**src/shared/bsp_spi_consts.svh**
```systemverilog
// Purpose: Constants for the clock-stop serial port block.
// Assumes: Included by bare name from design files.
// Notes: Field codes and timing counts only; no logic here.
`ifndef BSP_SPI_CONSTS_SVH
`define BSP_SPI_CONSTS_SVH
`define BSP_STOP_CODE_LATE 2'h2
`define BSP_STOP_CODE_EARLY 2'h3
`define BSP_SLAVE_DIVIDER 8'h01
`define BSP_SLAVE_SOURCE 1'h1
`define BSP_SYNC_POLARITY 1'h1
`define BSP_WORD_BITS 5'h10
`define BSP_WORD_MSB 4'hf
`endif

```
**src/shared/bsp_spi_pkg.sv**
```systemverilog
// Purpose: Types for the clock-stop serial port block.
// Assumes: Nothing beyond the constants header.
// Notes: Phase-generator states are one-hot.
package bsp_spi_pkg;
	typedef enum logic [3:0] {
		BSP_IDLE = 4'h1,
		BSP_LEAD = 4'h2,
		BSP_SHIFT = 4'h4,
		BSP_TAIL = 4'h8
	} bsp_state_e;
	typedef logic [7:0] bsp_div_t;
endpackage : bsp_spi_pkg

```
**src/shared/bsp_clk_if.sv**
```systemverilog
// Purpose: Carries the sample-rate clock enable between the divider and the port.
// Assumes: One clock domain.
// Notes: The tick is a one-cycle pulse each 2H.
`timescale 1ns/10ps
interface bsp_clk_if;
	logic tick;
	logic run;
	modport gen (output tick, input run);
	modport use_side (input tick, output run);
endinterface : bsp_clk_if

```
**src/rtl/bsp_spi_port.sv**
```systemverilog
// Purpose: Clock-stop serial port, master or slave, inverted clock polarity.
// Assumes: Pins are synchronous to mclk; one unit of 2H is one mclk cycle.
// Notes: Sixteen-bit words, msb first.
// Contract
// - Slave mode forces sample clock source and divider to one.
// - Master clock period is (1 + divider) times 2H.
// - High phase is half period, or (div/2+1)*2H for even divider.
// - Low phase is half period, or (div/2)*2H for even divider.
// - Sync polarity bits are one; master select output is active low.
// - Slave inverts the incoming active-low select before use.
// - Master: transmit clock and sync driven, receive ones inputs.
// - Slave: all clock and sync direction bits zero.
// - Master drives select low before the first clock edge.
// - Code 10b: sample on rising edge, change after falling edge.
// - Code 11b: sample on falling edge, change after rising edge.
// - Code 10b master: select leads by high phase, trails by one period.
// - Code 11b master: select leads by one period, trails by high phase.
// - Slave drives first bit as soon as select falls.
// - Slave releases data output when select rises.
// - Code 10b master releases data one high phase after last rise.
`timescale 1ns/10ps
`include "bsp_spi_consts.svh"
module bsp_spi_port
	import bsp_spi_pkg::*;
(
	input wire logic mclk,
	input wire logic rst_n,
	input wire logic masterMode,
	input wire logic [1:0] clock_stop_code,
	input wire logic [7:0] sample_clock_divider,
	input wire logic start,
	input wire logic [15:0] txWord,
	output logic [15:0] rxWord,
	output logic rxValid,
	output logic busy,
	output logic tx_clock_direction,
	output logic rx_clock_direction,
	output logic tx_sync_direction,
	output logic rx_sync_direction,
	output logic tx_sync_polarity,
	output logic rx_sync_polarity,
	output logic sample_clock_source_sel,
	output logic [7:0] effDivider,
	input wire logic serial_tx_clock_pin_i,
	output logic serial_tx_clock_pin_o,
	output logic serial_tx_clock_pin_oe,
	input wire logic tx_frame_sync_pin_i,
	output logic tx_frame_sync_pin_o,
	output logic tx_frame_sync_pin_oe,
	input wire logic rx_frame_sync_pin_i,
	input wire logic serial_rx_data_pin,
	output logic serial_tx_data_pin_o,
	output logic serial_tx_data_pin_oe
);
	bsp_clk_if clkIf();
	bsp_tick_gen uTick (
		.mclk(mclk),
		.rst_n(rst_n),
		.clkIf(clkIf.gen)
	);

	// High and low phase lengths in 2H units for a given divider.
	function automatic logic [8:0] phaseLen(input logic [7:0] d, input logic high);
		logic [8:0] per;
		per = {1'b0, d} + 9'h001;
		if (d == 8'h00 || d[0]) begin
			phaseLen = per >> 1;
		end else begin
			phaseLen = high ? ({1'b0, d} >> 1) + 9'h001 : ({1'b0, d} >> 1);
		end
	endfunction : phaseLen

	// Mode bits follow the role; slave pins the divider to one.
	always_comb begin
		effDivider = masterMode ? sample_clock_divider : `BSP_SLAVE_DIVIDER;
		sample_clock_source_sel = masterMode ? 1'b1 : `BSP_SLAVE_SOURCE;
		tx_clock_direction = masterMode;
		tx_sync_direction = masterMode;
		rx_clock_direction = 1'b0;
		rx_sync_direction = 1'b0;
		tx_sync_polarity = `BSP_SYNC_POLARITY;
		rx_sync_polarity = `BSP_SYNC_POLARITY;
	end

	logic isLate;
	logic [8:0] hiLen;
	logic [8:0] loLen;
	logic [8:0] perLen;
	assign isLate = (clock_stop_code == `BSP_STOP_CODE_LATE);
	assign hiLen = phaseLen(effDivider, 1'b1);
	assign loLen = phaseLen(effDivider, 1'b0);
	assign perLen = {1'b0, effDivider} + 9'h001;

	// Master sequencer: lead, sixteen clock cycles, tail.
	bsp_state_e state_reg, state_next;
	logic [8:0] cnt_reg, cnt_next;
	logic [4:0] bits_reg, bits_next;
	logic sck_reg, sck_next;
	logic [15:0] txSh_reg, txSh_next;
	logic [15:0] rxSh_reg, rxSh_next;
	logic [15:0] rxWord_next;
	logic rxValid_next;
	logic dOut_reg, dOut_next;
	logic dEn_reg, dEn_next;
	logic sel_reg, sel_next;
	logic sckIn_reg, sckIn_next;
	logic slvSel_reg, slvSel_next;
	logic slvSel;
	logic tick;

	assign tick = clkIf.tick;
	assign clkIf.run = 1'b1;
	// Slave select arrives active low on both sync pins; invert before use.
	assign slvSel = ~tx_frame_sync_pin_i & ~rx_frame_sync_pin_i;

	always_comb begin
		logic capEdge;
		logic rise;
		logic fall;
		logic sRise;
		logic sFall;
		capEdge = 1'b0;
		rise = 1'b0;
		fall = 1'b0;
		sRise = 1'b0;
		sFall = 1'b0;
		state_next = state_reg;
		cnt_next = cnt_reg;
		bits_next = bits_reg;
		sck_next = sck_reg;
		txSh_next = txSh_reg;
		rxSh_next = rxSh_reg;
		rxWord_next = rxWord;
		rxValid_next = 1'b0;
		dOut_next = dOut_reg;
		dEn_next = dEn_reg;
		sel_next = sel_reg;
		sckIn_next = serial_tx_clock_pin_i;
		slvSel_next = slvSel;
		if (masterMode) begin
			unique case (state_reg)
				BSP_IDLE: begin
					sck_next = 1'b1;
					if (start) begin
						// Select and first bit go out together, ahead of any edge.
						state_next = BSP_LEAD;
						sel_next = 1'b1;
						txSh_next = {txWord[14:0], 1'b0};
						dOut_next = txWord[15];
						dEn_next = 1'b1;
						cnt_next = isLate ? hiLen : perLen;
						bits_next = 5'h00;
					end
				end
				BSP_LEAD: begin
					if (tick) begin
						cnt_next = cnt_reg - 9'h001;
						if (cnt_reg == 9'h001) begin
							state_next = BSP_SHIFT;
							sck_next = 1'b0;
							fall = 1'b1;
							cnt_next = loLen;
						end
					end
					// The first falling edge already carries a sample for code 11b.
					capEdge = isLate ? 1'b0 : fall;
				end
				BSP_SHIFT: begin
					if (tick) begin
						cnt_next = cnt_reg - 9'h001;
						if (cnt_reg == 9'h001) begin
							sck_next = ~sck_reg;
							rise = ~sck_reg;
							fall = sck_reg;
							cnt_next = sck_reg ? loLen : hiLen;
						end
					end
					// Code 10b samples on rise, 11b on fall; shift on the other edge.
					capEdge = isLate ? rise : fall;
					if (rise) begin
						bits_next = bits_reg + 5'h01;
					end
					if (rise && bits_reg == `BSP_WORD_MSB) begin
						state_next = BSP_TAIL;
						cnt_next = isLate ? perLen : hiLen;
					end else if (isLate ? fall : rise) begin
						// Code 11b changes after every rise but the last one.
						dOut_next = txSh_reg[15];
						txSh_next = {txSh_reg[14:0], 1'b0};
					end
				end
				BSP_TAIL: begin
					if (tick) begin
						cnt_next = cnt_reg - 9'h001;
						if (isLate && cnt_reg == perLen - hiLen + 9'h001) begin
							dEn_next = 1'b0;
						end
						if (cnt_reg == 9'h001) begin
							state_next = BSP_IDLE;
							sel_next = 1'b0;
							dEn_next = 1'b0;
							rxWord_next = rxSh_reg;
							rxValid_next = 1'b1;
						end
					end
				end
				default: begin
					state_next = BSP_IDLE;
				end
			endcase
		end else begin
			// Slave: clock and select come from outside.
			state_next = BSP_IDLE;
			sel_next = 1'b0;
			sRise = serial_tx_clock_pin_i & ~sckIn_reg;
			sFall = ~serial_tx_clock_pin_i & sckIn_reg;
			capEdge = slvSel_reg && (isLate ? sRise : sFall);
			if (slvSel && !slvSel_reg) begin
				dOut_next = txWord[15];
				txSh_next = {txWord[14:0], 1'b0};
				dEn_next = 1'b1;
				bits_next = 5'h00;
			end else if (!slvSel && slvSel_reg) begin
				dEn_next = 1'b0;
				rxWord_next = rxSh_reg;
				rxValid_next = 1'b1;
			end else if (slvSel_reg && (isLate ? sFall : sRise) && bits_reg != 5'h00) begin
				dOut_next = txSh_reg[15];
				txSh_next = {txSh_reg[14:0], 1'b0};
			end
			if (capEdge) begin
				bits_next = bits_reg + 5'h01;
			end
		end
		if (capEdge) begin
			rxSh_next = {rxSh_reg[14:0], serial_rx_data_pin};
		end
	end

	// All state of the port registers here.
	always_ff @(posedge mclk) begin
		if (!rst_n) begin
			state_reg <= BSP_IDLE;
			cnt_reg <= 9'h000;
			bits_reg <= 5'h00;
			sck_reg <= 1'b1;
			txSh_reg <= 16'h0000;
			rxSh_reg <= 16'h0000;
			rxWord <= 16'h0000;
			rxValid <= 1'b0;
			dOut_reg <= 1'b0;
			dEn_reg <= 1'b0;
			sel_reg <= 1'b0;
			sckIn_reg <= 1'b1;
			slvSel_reg <= 1'b0;
		end else begin
			state_reg <= state_next;
			cnt_reg <= cnt_next;
			bits_reg <= bits_next;
			sck_reg <= sck_next;
			txSh_reg <= txSh_next;
			rxSh_reg <= rxSh_next;
			rxWord <= rxWord_next;
			rxValid <= rxValid_next;
			dOut_reg <= dOut_next;
			dEn_reg <= dEn_next;
			sel_reg <= sel_next;
			sckIn_reg <= sckIn_next;
			slvSel_reg <= slvSel_next;
		end
	end

	// Pin drive; the clock idles high because polarity is inverted.
	assign busy = (state_reg != BSP_IDLE) | slvSel_reg;
	assign serial_tx_clock_pin_o = sck_reg;
	assign serial_tx_clock_pin_oe = masterMode;
	assign tx_frame_sync_pin_o = ~sel_reg;
	assign tx_frame_sync_pin_oe = masterMode;
	assign serial_tx_data_pin_o = dOut_reg;
	assign serial_tx_data_pin_oe = dEn_reg;

	// Select must lead the first clock edge and the clock stays idle outside a word.
	chk_select_before_clock: assert property (@(posedge mclk) disable iff (!rst_n)
		masterMode && $fell(sck_reg) && $past(state_reg) == BSP_LEAD
		|-> sel_reg && $past(sel_reg))
		else $error("clock moved without select");
	chk_idle_clock_high: assert property (@(posedge mclk) disable iff (!rst_n)
		masterMode && state_reg == BSP_IDLE |-> sck_reg)
		else $error("clock not idle high");
	chk_first_bit_drive: assert property (@(posedge mclk) disable iff (!rst_n)
		masterMode && state_reg == BSP_IDLE && start |=> dEn_reg && sel_reg)
		else $error("first bit not driven");
	chk_slave_release: assert property (@(posedge mclk) disable iff (!rst_n)
		!masterMode && !slvSel && slvSel_reg |=> !dEn_reg)
		else $error("slave did not release");
	chk_slave_drive: assert property (@(posedge mclk) disable iff (!rst_n)
		!masterMode && slvSel && !slvSel_reg |=> dEn_reg)
		else $error("slave did not drive");
	chk_slave_divider: assert property (@(posedge mclk) disable iff (!rst_n)
		!masterMode |-> effDivider == 8'h01 && !tx_clock_direction)
		else $error("slave divider wrong");
	// The select pin is low exactly while the sequencer is away from idle.
	chk_sync_inverted: assert property (@(posedge mclk) disable iff (!rst_n)
		masterMode |-> tx_frame_sync_pin_o == (state_reg == BSP_IDLE))
		else $error("select not active low");
	// Code 10b must have released data at least a cycle before select rises.
	chk_late_release: assert property (@(posedge mclk) disable iff (!rst_n)
		masterMode && isLate && $changed(state_reg) && state_reg == BSP_IDLE
		|-> !dEn_reg && !$past(dEn_reg))
		else $error("data not released");
endmodule : bsp_spi_port

```
**src/rtl/bsp_tick_gen.sv**
```systemverilog
// Purpose: Produces the sample-rate enable, one pulse every CPU cycle.
// Assumes: mclk is the CPU clock, so one mclk period is 2H.
// Notes: A tick each cycle marks one 2H unit of the serial clock.
`timescale 1ns/10ps
module bsp_tick_gen (
	input wire logic mclk,
	input wire logic rst_n,
	bsp_clk_if.gen clkIf
);
	// The CPU clock period is 2H, so every run cycle is one unit.
	logic tick_reg;
	logic tick_next;
	always_comb begin
		tick_next = clkIf.run;
	end
	always_ff @(posedge mclk) begin
		if (!rst_n) begin
			tick_reg <= 1'b0;
		end else begin
			tick_reg <= tick_next;
		end
	end
	assign clkIf.tick = tick_reg;
endmodule : bsp_tick_gen

```
**config.mk**
```make
export PLATFORM = sky130hd
export DESIGN_NAME = bsp_spi_port
export DESIGN_NICKNAME = d
export VERILOG_FILES = /design/src/shared/bsp_spi_pkg.sv /design/src/shared/bsp_clk_if.sv /design/src/rtl/bsp_spi_port.sv /design/src/rtl/bsp_tick_gen.sv
export VERILOG_INCLUDE_DIRS = /design/src /design/src/shared
export SDC_FILE = /design/constraint.sdc
export NUM_CORES = 1
export LEC_CHECK = 0
export ABC_CLOCK_PERIOD_IN_PS = 4480
export BUFFER_PORTS_ARGS = -buffer_cell sky130_fd_sc_hd__buf_2
export CORE_UTILIZATION = 40
export CTS_CLUSTER_DIAMETER = 120
export DETAILED_ROUTE_END_ITERATION = 8
export SETUP_SLACK_MARGIN = 0.3
export SLEW_MARGIN = 20
export SYNTH_ARGS = -nofsm -noshare
export SYNTH_HDL_FRONTEND = slang
export SYNTH_HIERARCHICAL = 1
export SYNTH_SLANG_ARGS = --single-unit
```
**constraint.sdc**
```tcl
create_clock -name mclk -period 4.48 [get_ports mclk]
set_input_delay 0.448 -clock mclk [delete_from_list [all_inputs] [get_ports mclk]]
set_output_delay 0.448 -clock mclk [all_outputs]
set_load 0.02 [all_outputs]
```
==> flow_summary.json, run 1 <==
{
  "min_period_ns": 3.85,
  "cts_tree": "yes",
  "status": "completed",
  "drv_cap": 0,
  "postCtsSetupRepairBufs": 0,
  "maxSlewViolCount": 0,
  "ys_seq_area_frac": 0.271,
  "ios": 73,
  "synth_cell_types": 84,
  "drc_errors": 0,
  "timing_worst_setup_path_type": "in -> reg",
  "routedWlPerCell_um": 17.4,
  "dpl.hpwl_um": 10700,
  "yosysWarnings": 6,
  "cts.clk_slew.worst_paths_ns": 0.06,
  "setup_tns_ns": 0,
  "numCtsBuffers": 9,
  "postRouteWirelength_um": 14700,
  "area_growth_pct": 11.2,
  "insertion_delay_ns": 0.34,
  "drtAntennaViolNets": 0,
  "die_area_sq_um": 13900,
  "gp_congestion": 0.966,
  "worstMarginPinSlew_ns": 1.04,
  "fin_crit_sh": 0.860,
  "rows": 42,
  "hold_buffers": 0,
  "drt_iter0_drc": 448,
  "worst-endpoint-arrival_ns": 4.06,
  "leakagePower_nw": 2.42,
  "grt_pass1_vias": 4721,
  "synth_edf_count": 0,
  "cts_num_sinks": 73,
  "cts_resized": 0,
  "overflow": 0,
  "hold_path.class": "in -> reg",
  "die_y_um": 118,
  "hold_violations": 0,
  "dieWidth_um": 118,
  "track_usage": 0.214,
  "synth-main-ff-cell": "dfxtp_1",
  "grt_max_degree": 66,
  "drive_gt1_frac": 0.169,
  "grt_pass1_wl_um": 24000,
  "htreeDepth": 3,
  "syn_avg_cell_area_sq_um": 8.55,
  "crit_path_end_kind": "register",
  "async_reset_ff_frac": 0,
  "multi_input_area_sq_um": 3560,
  "antenna_found_initial": 0,
  "fin_skew_ns": 0.00513,
  "syn_inst": 630,
  "max-slew-margin-rel": 0.308,
  "cp.required_ns": 4.69,
  "viasPerCell": 5.84,
  "ys_ff_latch": 73,
  "placedCellCount": 829,
  "portBuffers": 67,
  "root_buffer": "clkbuf_16",
  "rsz0062_at_grt": "no",
  "route.vias.total": 4937,
  "finalPower_mw": 1.82,
  "setup_viol_count_final": 0,
  "core-area_sq_um": 13200,
  "num-fill-cells": 1304,
  "cts_buffer_depth": 2,
  "fmax_mhz": 260,
  "firstDrtPassIters": 5,
  "ir_drop_mv": 0.203,
  "seqCellArea_sq_um": 1460,
  "nets": 716,
  "path_max_fanout": 28,
  "final_cells": 845,
  "syn_area_sq_um": 5390,
  "powerDensity_nw_per_um2": 305,
  "start_util": 0.409,
  "start_kind": "primary input",
  "antenna_cells": 0
}
-- through the flow --
stage / setup WS [ns] / hold slack (ns) / utilization / area (sq um)
global route: 0.339 / 0.338 / 0.454 / 5990
detailed placement: 0.372 / 0.477 / 0.432 / 5700
floorplan: 0.482 / 0.450 / - / 5400
global placement: 0.567 / 0.460 / 0.432 / 5700
CTS: 0.728 / 0.328 / 0.454 / 5980
finish: 0.629 / 0.334 / 0.454 / 5990
-- cell families after synthesis --
kind of cell | synth area share
buffers and inverters | 0.0715
multiplexers | 0.113
adder cells (fa/ha/maj) | 0.0432
XOR/XNOR | 0.0520
other | 0.00139
flip-flops | 0.271
AO/OA/AOI/OAI | 0.210
AND/OR/NAND/NOR | 0.238
-- path summary, 6_finish.rpt --
| path | startpoint | end | slack (ns) | cells after the start |
|---|---|---|---|---|
| worst max-delay path | masterMode | serial_tx_data_pin_oe$_SDFFE_PN0P_ | 0.63 | 16 |
| worst min-delay path | serial_tx_clock_pin_i | sckIn_reg$_SDFF_PN1_ | 0.33 | 2 |
| worst max register to register | cnt_reg[0]$_SDFFE_PN0P_ | txSh_reg[12]$_SDFFE_PN0P_ | 1.49 | 6 |
| worst min register to register | sel_reg$_SDFFE_PN0P_ | sel_reg$_SDFFE_PN0P_ | 0.49 | 2 |
-- critical path, stage by stage --
cell and delay [ns]:
buf_2 0.09, buf_4 0.29, and2_1 0.21, ha_1 0.32
nand3_1 0.13, mux2_2 0.34, mux2i_1 0.36, and2_1 0.21
nor2_1 0.06, ha_1 0.34, nor2b_1 0.16, o31a_1 0.26
nor4_1 0.27, o31ai_1 0.12, o41ai_1 0.30, nand3_1 0.12
-- where the power goes --
| part | switching [mW] | internal (mW) | total (mW) |
|---|---|---|---|
| registers | 0.0315 | 0.674 | 0.706 |
| logic | 0.250 | 0.176 | 0.426 |
| clock network | 0.309 | 0.384 | 0.693 |
-- final cells by class --
class                           count  share of cell area
Inverter                           25              0.0157
Sequential cell                    73               0.244
Tap cell                          176              0.0368
Timing Repair Buffer               71              0.0610
Clock inverter                      7              0.0100
Clock buffer                        9              0.0376
Multi-Input combinational cell    484               0.595
-- cells in the final DEF, fill, tap and decap left out, types with 4 or more instances in the layout --
cell       count
nor2b_1       42
a31oi_1        6
o211ai_1       8
nor2_1        26
a211oi_1       6
o31ai_1        4
dfxtp_1       73
nor4_1         5
nor3_1        14
a21oi_1       28
inv_1         23
clkbuf_16      9
o211a_1       15
o21a_1         9
conb_1         6
buf_2         67
nand4_1        7
xor2_1        11
mux2i_1       55
nand2_1       34
nand2b_1       4
ha_1          17
xnor2_1       21
nand3_1       30
mux2_2         5
o21ai_0       23
nand3b_1       6
a211o_1        5
and3_1         6
and2_1        10
a21o_1         6
nor3b_1        4
buf_4          4
-- cells in the mapped netlist, types with 17 or more instances --
cell type  instances  area [sq um]
ha_1              17           213
nand3_1           30           150
a21oi_1           28           140
mux2i_1           55           551
clkbuf_1          21          78.8
inv_1             23          86.3
nand2_1           34           128
nor2_1            26          97.6
dfxtp_1           73          1460
o21ai_0           23           115
xnor2_1           21           184
nor2b_1           42           263
-- routing by layer --
metal,GRT usage,part of all wire,routed length (um),up-vias
li1,-,-,-,2362
met1,0.281,0.45,6620,2332
met2,0.333,0.45,6650,204
met3,0.0552,0.072,1060,39
met4,0.0825,0.026,384,0
met5,0,0,0,-
(Power assumes the default switching activity.)
==> inputs of run 2 (changes only) <==
- ABC_CLOCK_PERIOD_IN_PS: 4480 -> 4600
- clock period: 4.48 -> 4.6 ns (I/O delays scaled with it)
==> flow_summary.json, run 2 (synthesis gave the netlist of run 1 again) <==
{
  "postCtsSetupRepairBufs": 0,
  "start_util": 0.409,
  "die_area_sq_um": 13900,
  "finalWorstSetupSlack_ns": 0.791,
  "min_period_ns": 3.81,
  "overflow": 0,
  "final_cells": 844,
  "core-area_sq_um": 13200,
  "stdcell_area_sq_um": 6000,
  "route.vias.total": 4869,
  "max-slew-margin-rel": 0.264,
  "gp_congestion": 0.943,
  "drt_iter0_drc": 391,
  "track_usage": 0.214,
  "final_core_util": 0.455,
  "slowest_stage": "mux2_2",
  "hold_violations": 0,
  "dpl_worst_slack_ns": 0.512,
  "insertion_delay_ns": 0.33,
  "dpl.hpwl_um": 10600,
  "grt_pass1_wl_um": 23900,
  "ios": 73,
  "powerDensity_nw_per_um2": 301,
  "placed_area_sq_um": 5700,
  "antenna_cells": 0,
  "viasPerCell": 5.77,
  "leakagePower_nw": 2.42,
  "fin_skew_ns": 0.00454,
  "maxSlewViolCount": 0,
  "critPathBufInv": 2,
  "ir_drop_mv": 0.188,
  "path_max_fanout": 28,
  "postRouteWirelength_um": 14600,
  "numCtsBuffers": 9,
  "dieWidth_um": 118,
  "area_growth_pct": 11.4,
  "drv_cap": 0,
  "layout_common_cells": "73 x dfxtp_1, 67 x buf_2, 55 x mux2i_1, 42 x nor2b_1, 34 x nand2_1",
  "hold_path.class": "in -> reg",
  "htreeDepth": 3,
  "timing_worst_setup_path_type": "in -> reg",
  "cts_num_sinks": 73,
  "max_stage_delay_ns": 0.34,
  "worstPathCellList": "buf_2 -> buf_4 -> and2_1 -> ha_1 -> nand3_1 -> mux2_2 -> mux2i_1 -> and2_1 -> nor2_1 -> ha_1 -> nor2b_1 -> o31a_1 -> nor4_1 -> o31ai_1 -> o41ai_1 -> nand3_1",
  "cp_top_family": "simple AND/OR/NAND/NOR gates",
  "cts_buffer_depth": 2,
  "hold_buffers": 0,
  "routedWlPerCell_um": 17.3,
  "drive_gt1_frac": 0.168,
  "setup_viol_count_final": 0,
  "worst-endpoint-arrival_ns": 4.02,
  "grt_max_degree": 67,
  "worstMarginPinSlew_ns": 1.10,
  "fmax_mhz": 263,
  "cts_resized": 0,
  "start_kind": "primary input",
  "root_buffer": "clkbuf_16",
  "drc_errors": 0,
  "cts_tree": "yes",
  "fin_crit_sh": 0.828,
  "crit_path_end_kind": "register",
  "portBuffers": 67,
  "nets": 715,
  "antenna_found_initial": 0,
  "drtAntennaViolNets": 0,
  "grt_pass1_vias": 4744,
  "final_common_cell": "dfxtp_1",
  "cp.required_ns": 4.81,
  "setup_tns_ns": 0,
  "rows": 42,
  "die_y_um": 118,
  "status": "completed",
  "placedCellCount": 828,
  "cts.clk_slew.worst_paths_ns": 0.06,
  "rsz0062_at_grt": "no",
  "firstDrtPassIters": 5
}
-- run 2: cell count changes in the layout (fill, tap and decap cells not counted), sizes merged --
cell    change
inv         -3
bufinv      +1
buf         -1
clkinv      +2
-- run 2: layout make-up --
| class | instances | area (sq um) |
|---|---|---|
| inverter | 25 | 93.8 |
| clock inverter | 7 | 78.8 |
| tap | 176 | 220 |
| clock buffer | 9 | 225 |
| timing repair buffer | 70 | 358 |
| multi-input combinational | 484 | 3560 |
| fill | 1314 | 7190 |
| sequential | 73 | 1460 |
-- run 2: worst paths after layout --
| check | startpoint | end | slack [ns] | depth (start not counted) |
|---|---|---|---|---|
| worst max-delay path | masterMode | serial_tx_data_pin_oe$_SDFFE_PN0P_ | 0.79 | 16 |
| worst min-delay path | serial_tx_clock_pin_i | sckIn_reg$_SDFF_PN1_ | 0.34 | 2 |
| worst max register to register | cnt_reg[0]$_SDFFE_PN0P_ | txSh_reg[12]$_SDFFE_PN0P_ | 1.50 | 6 |
| worst min register to register | bits_reg[4]$_SDFFE_PN0P_ | bits_reg[4]$_SDFFE_PN0P_ | 0.47 | 2 |
-- run 2: report_power, final --
| part | switching (mW) | total (mW) | leakage [nW] | internal [mW] |
|---|---|---|---|---|
| Combinational | 0.242 | 0.412 | 1.69 | 0.170 |
| Sequential | 0.0302 | 0.687 | 0.595 | 0.657 |
| Clock | 0.282 | 0.705 | 0.138 | 0.423 |
-- run 2: layer usage --
layer / up-vias / track usage / routed length (um)
li1: 2363 / - / -
met1: 2283 / 0.279 / 6630
met2: 193 / 0.337 / 6610
met3: 30 / 0.0591 / 1050
met4: 0 / 0.0761 / 346
met5: - / 0 / 0
-- run 2: stage by stage --
step | total power [mW] | hold slack, ns
floorplan | 1.01 | 0.450
global placement | 1.10 | 0.458
detailed placement | 1.11 | 0.465
CTS | 1.82 | 0.335
global route | 1.89 | 0.350
finish | 1.80 | 0.337
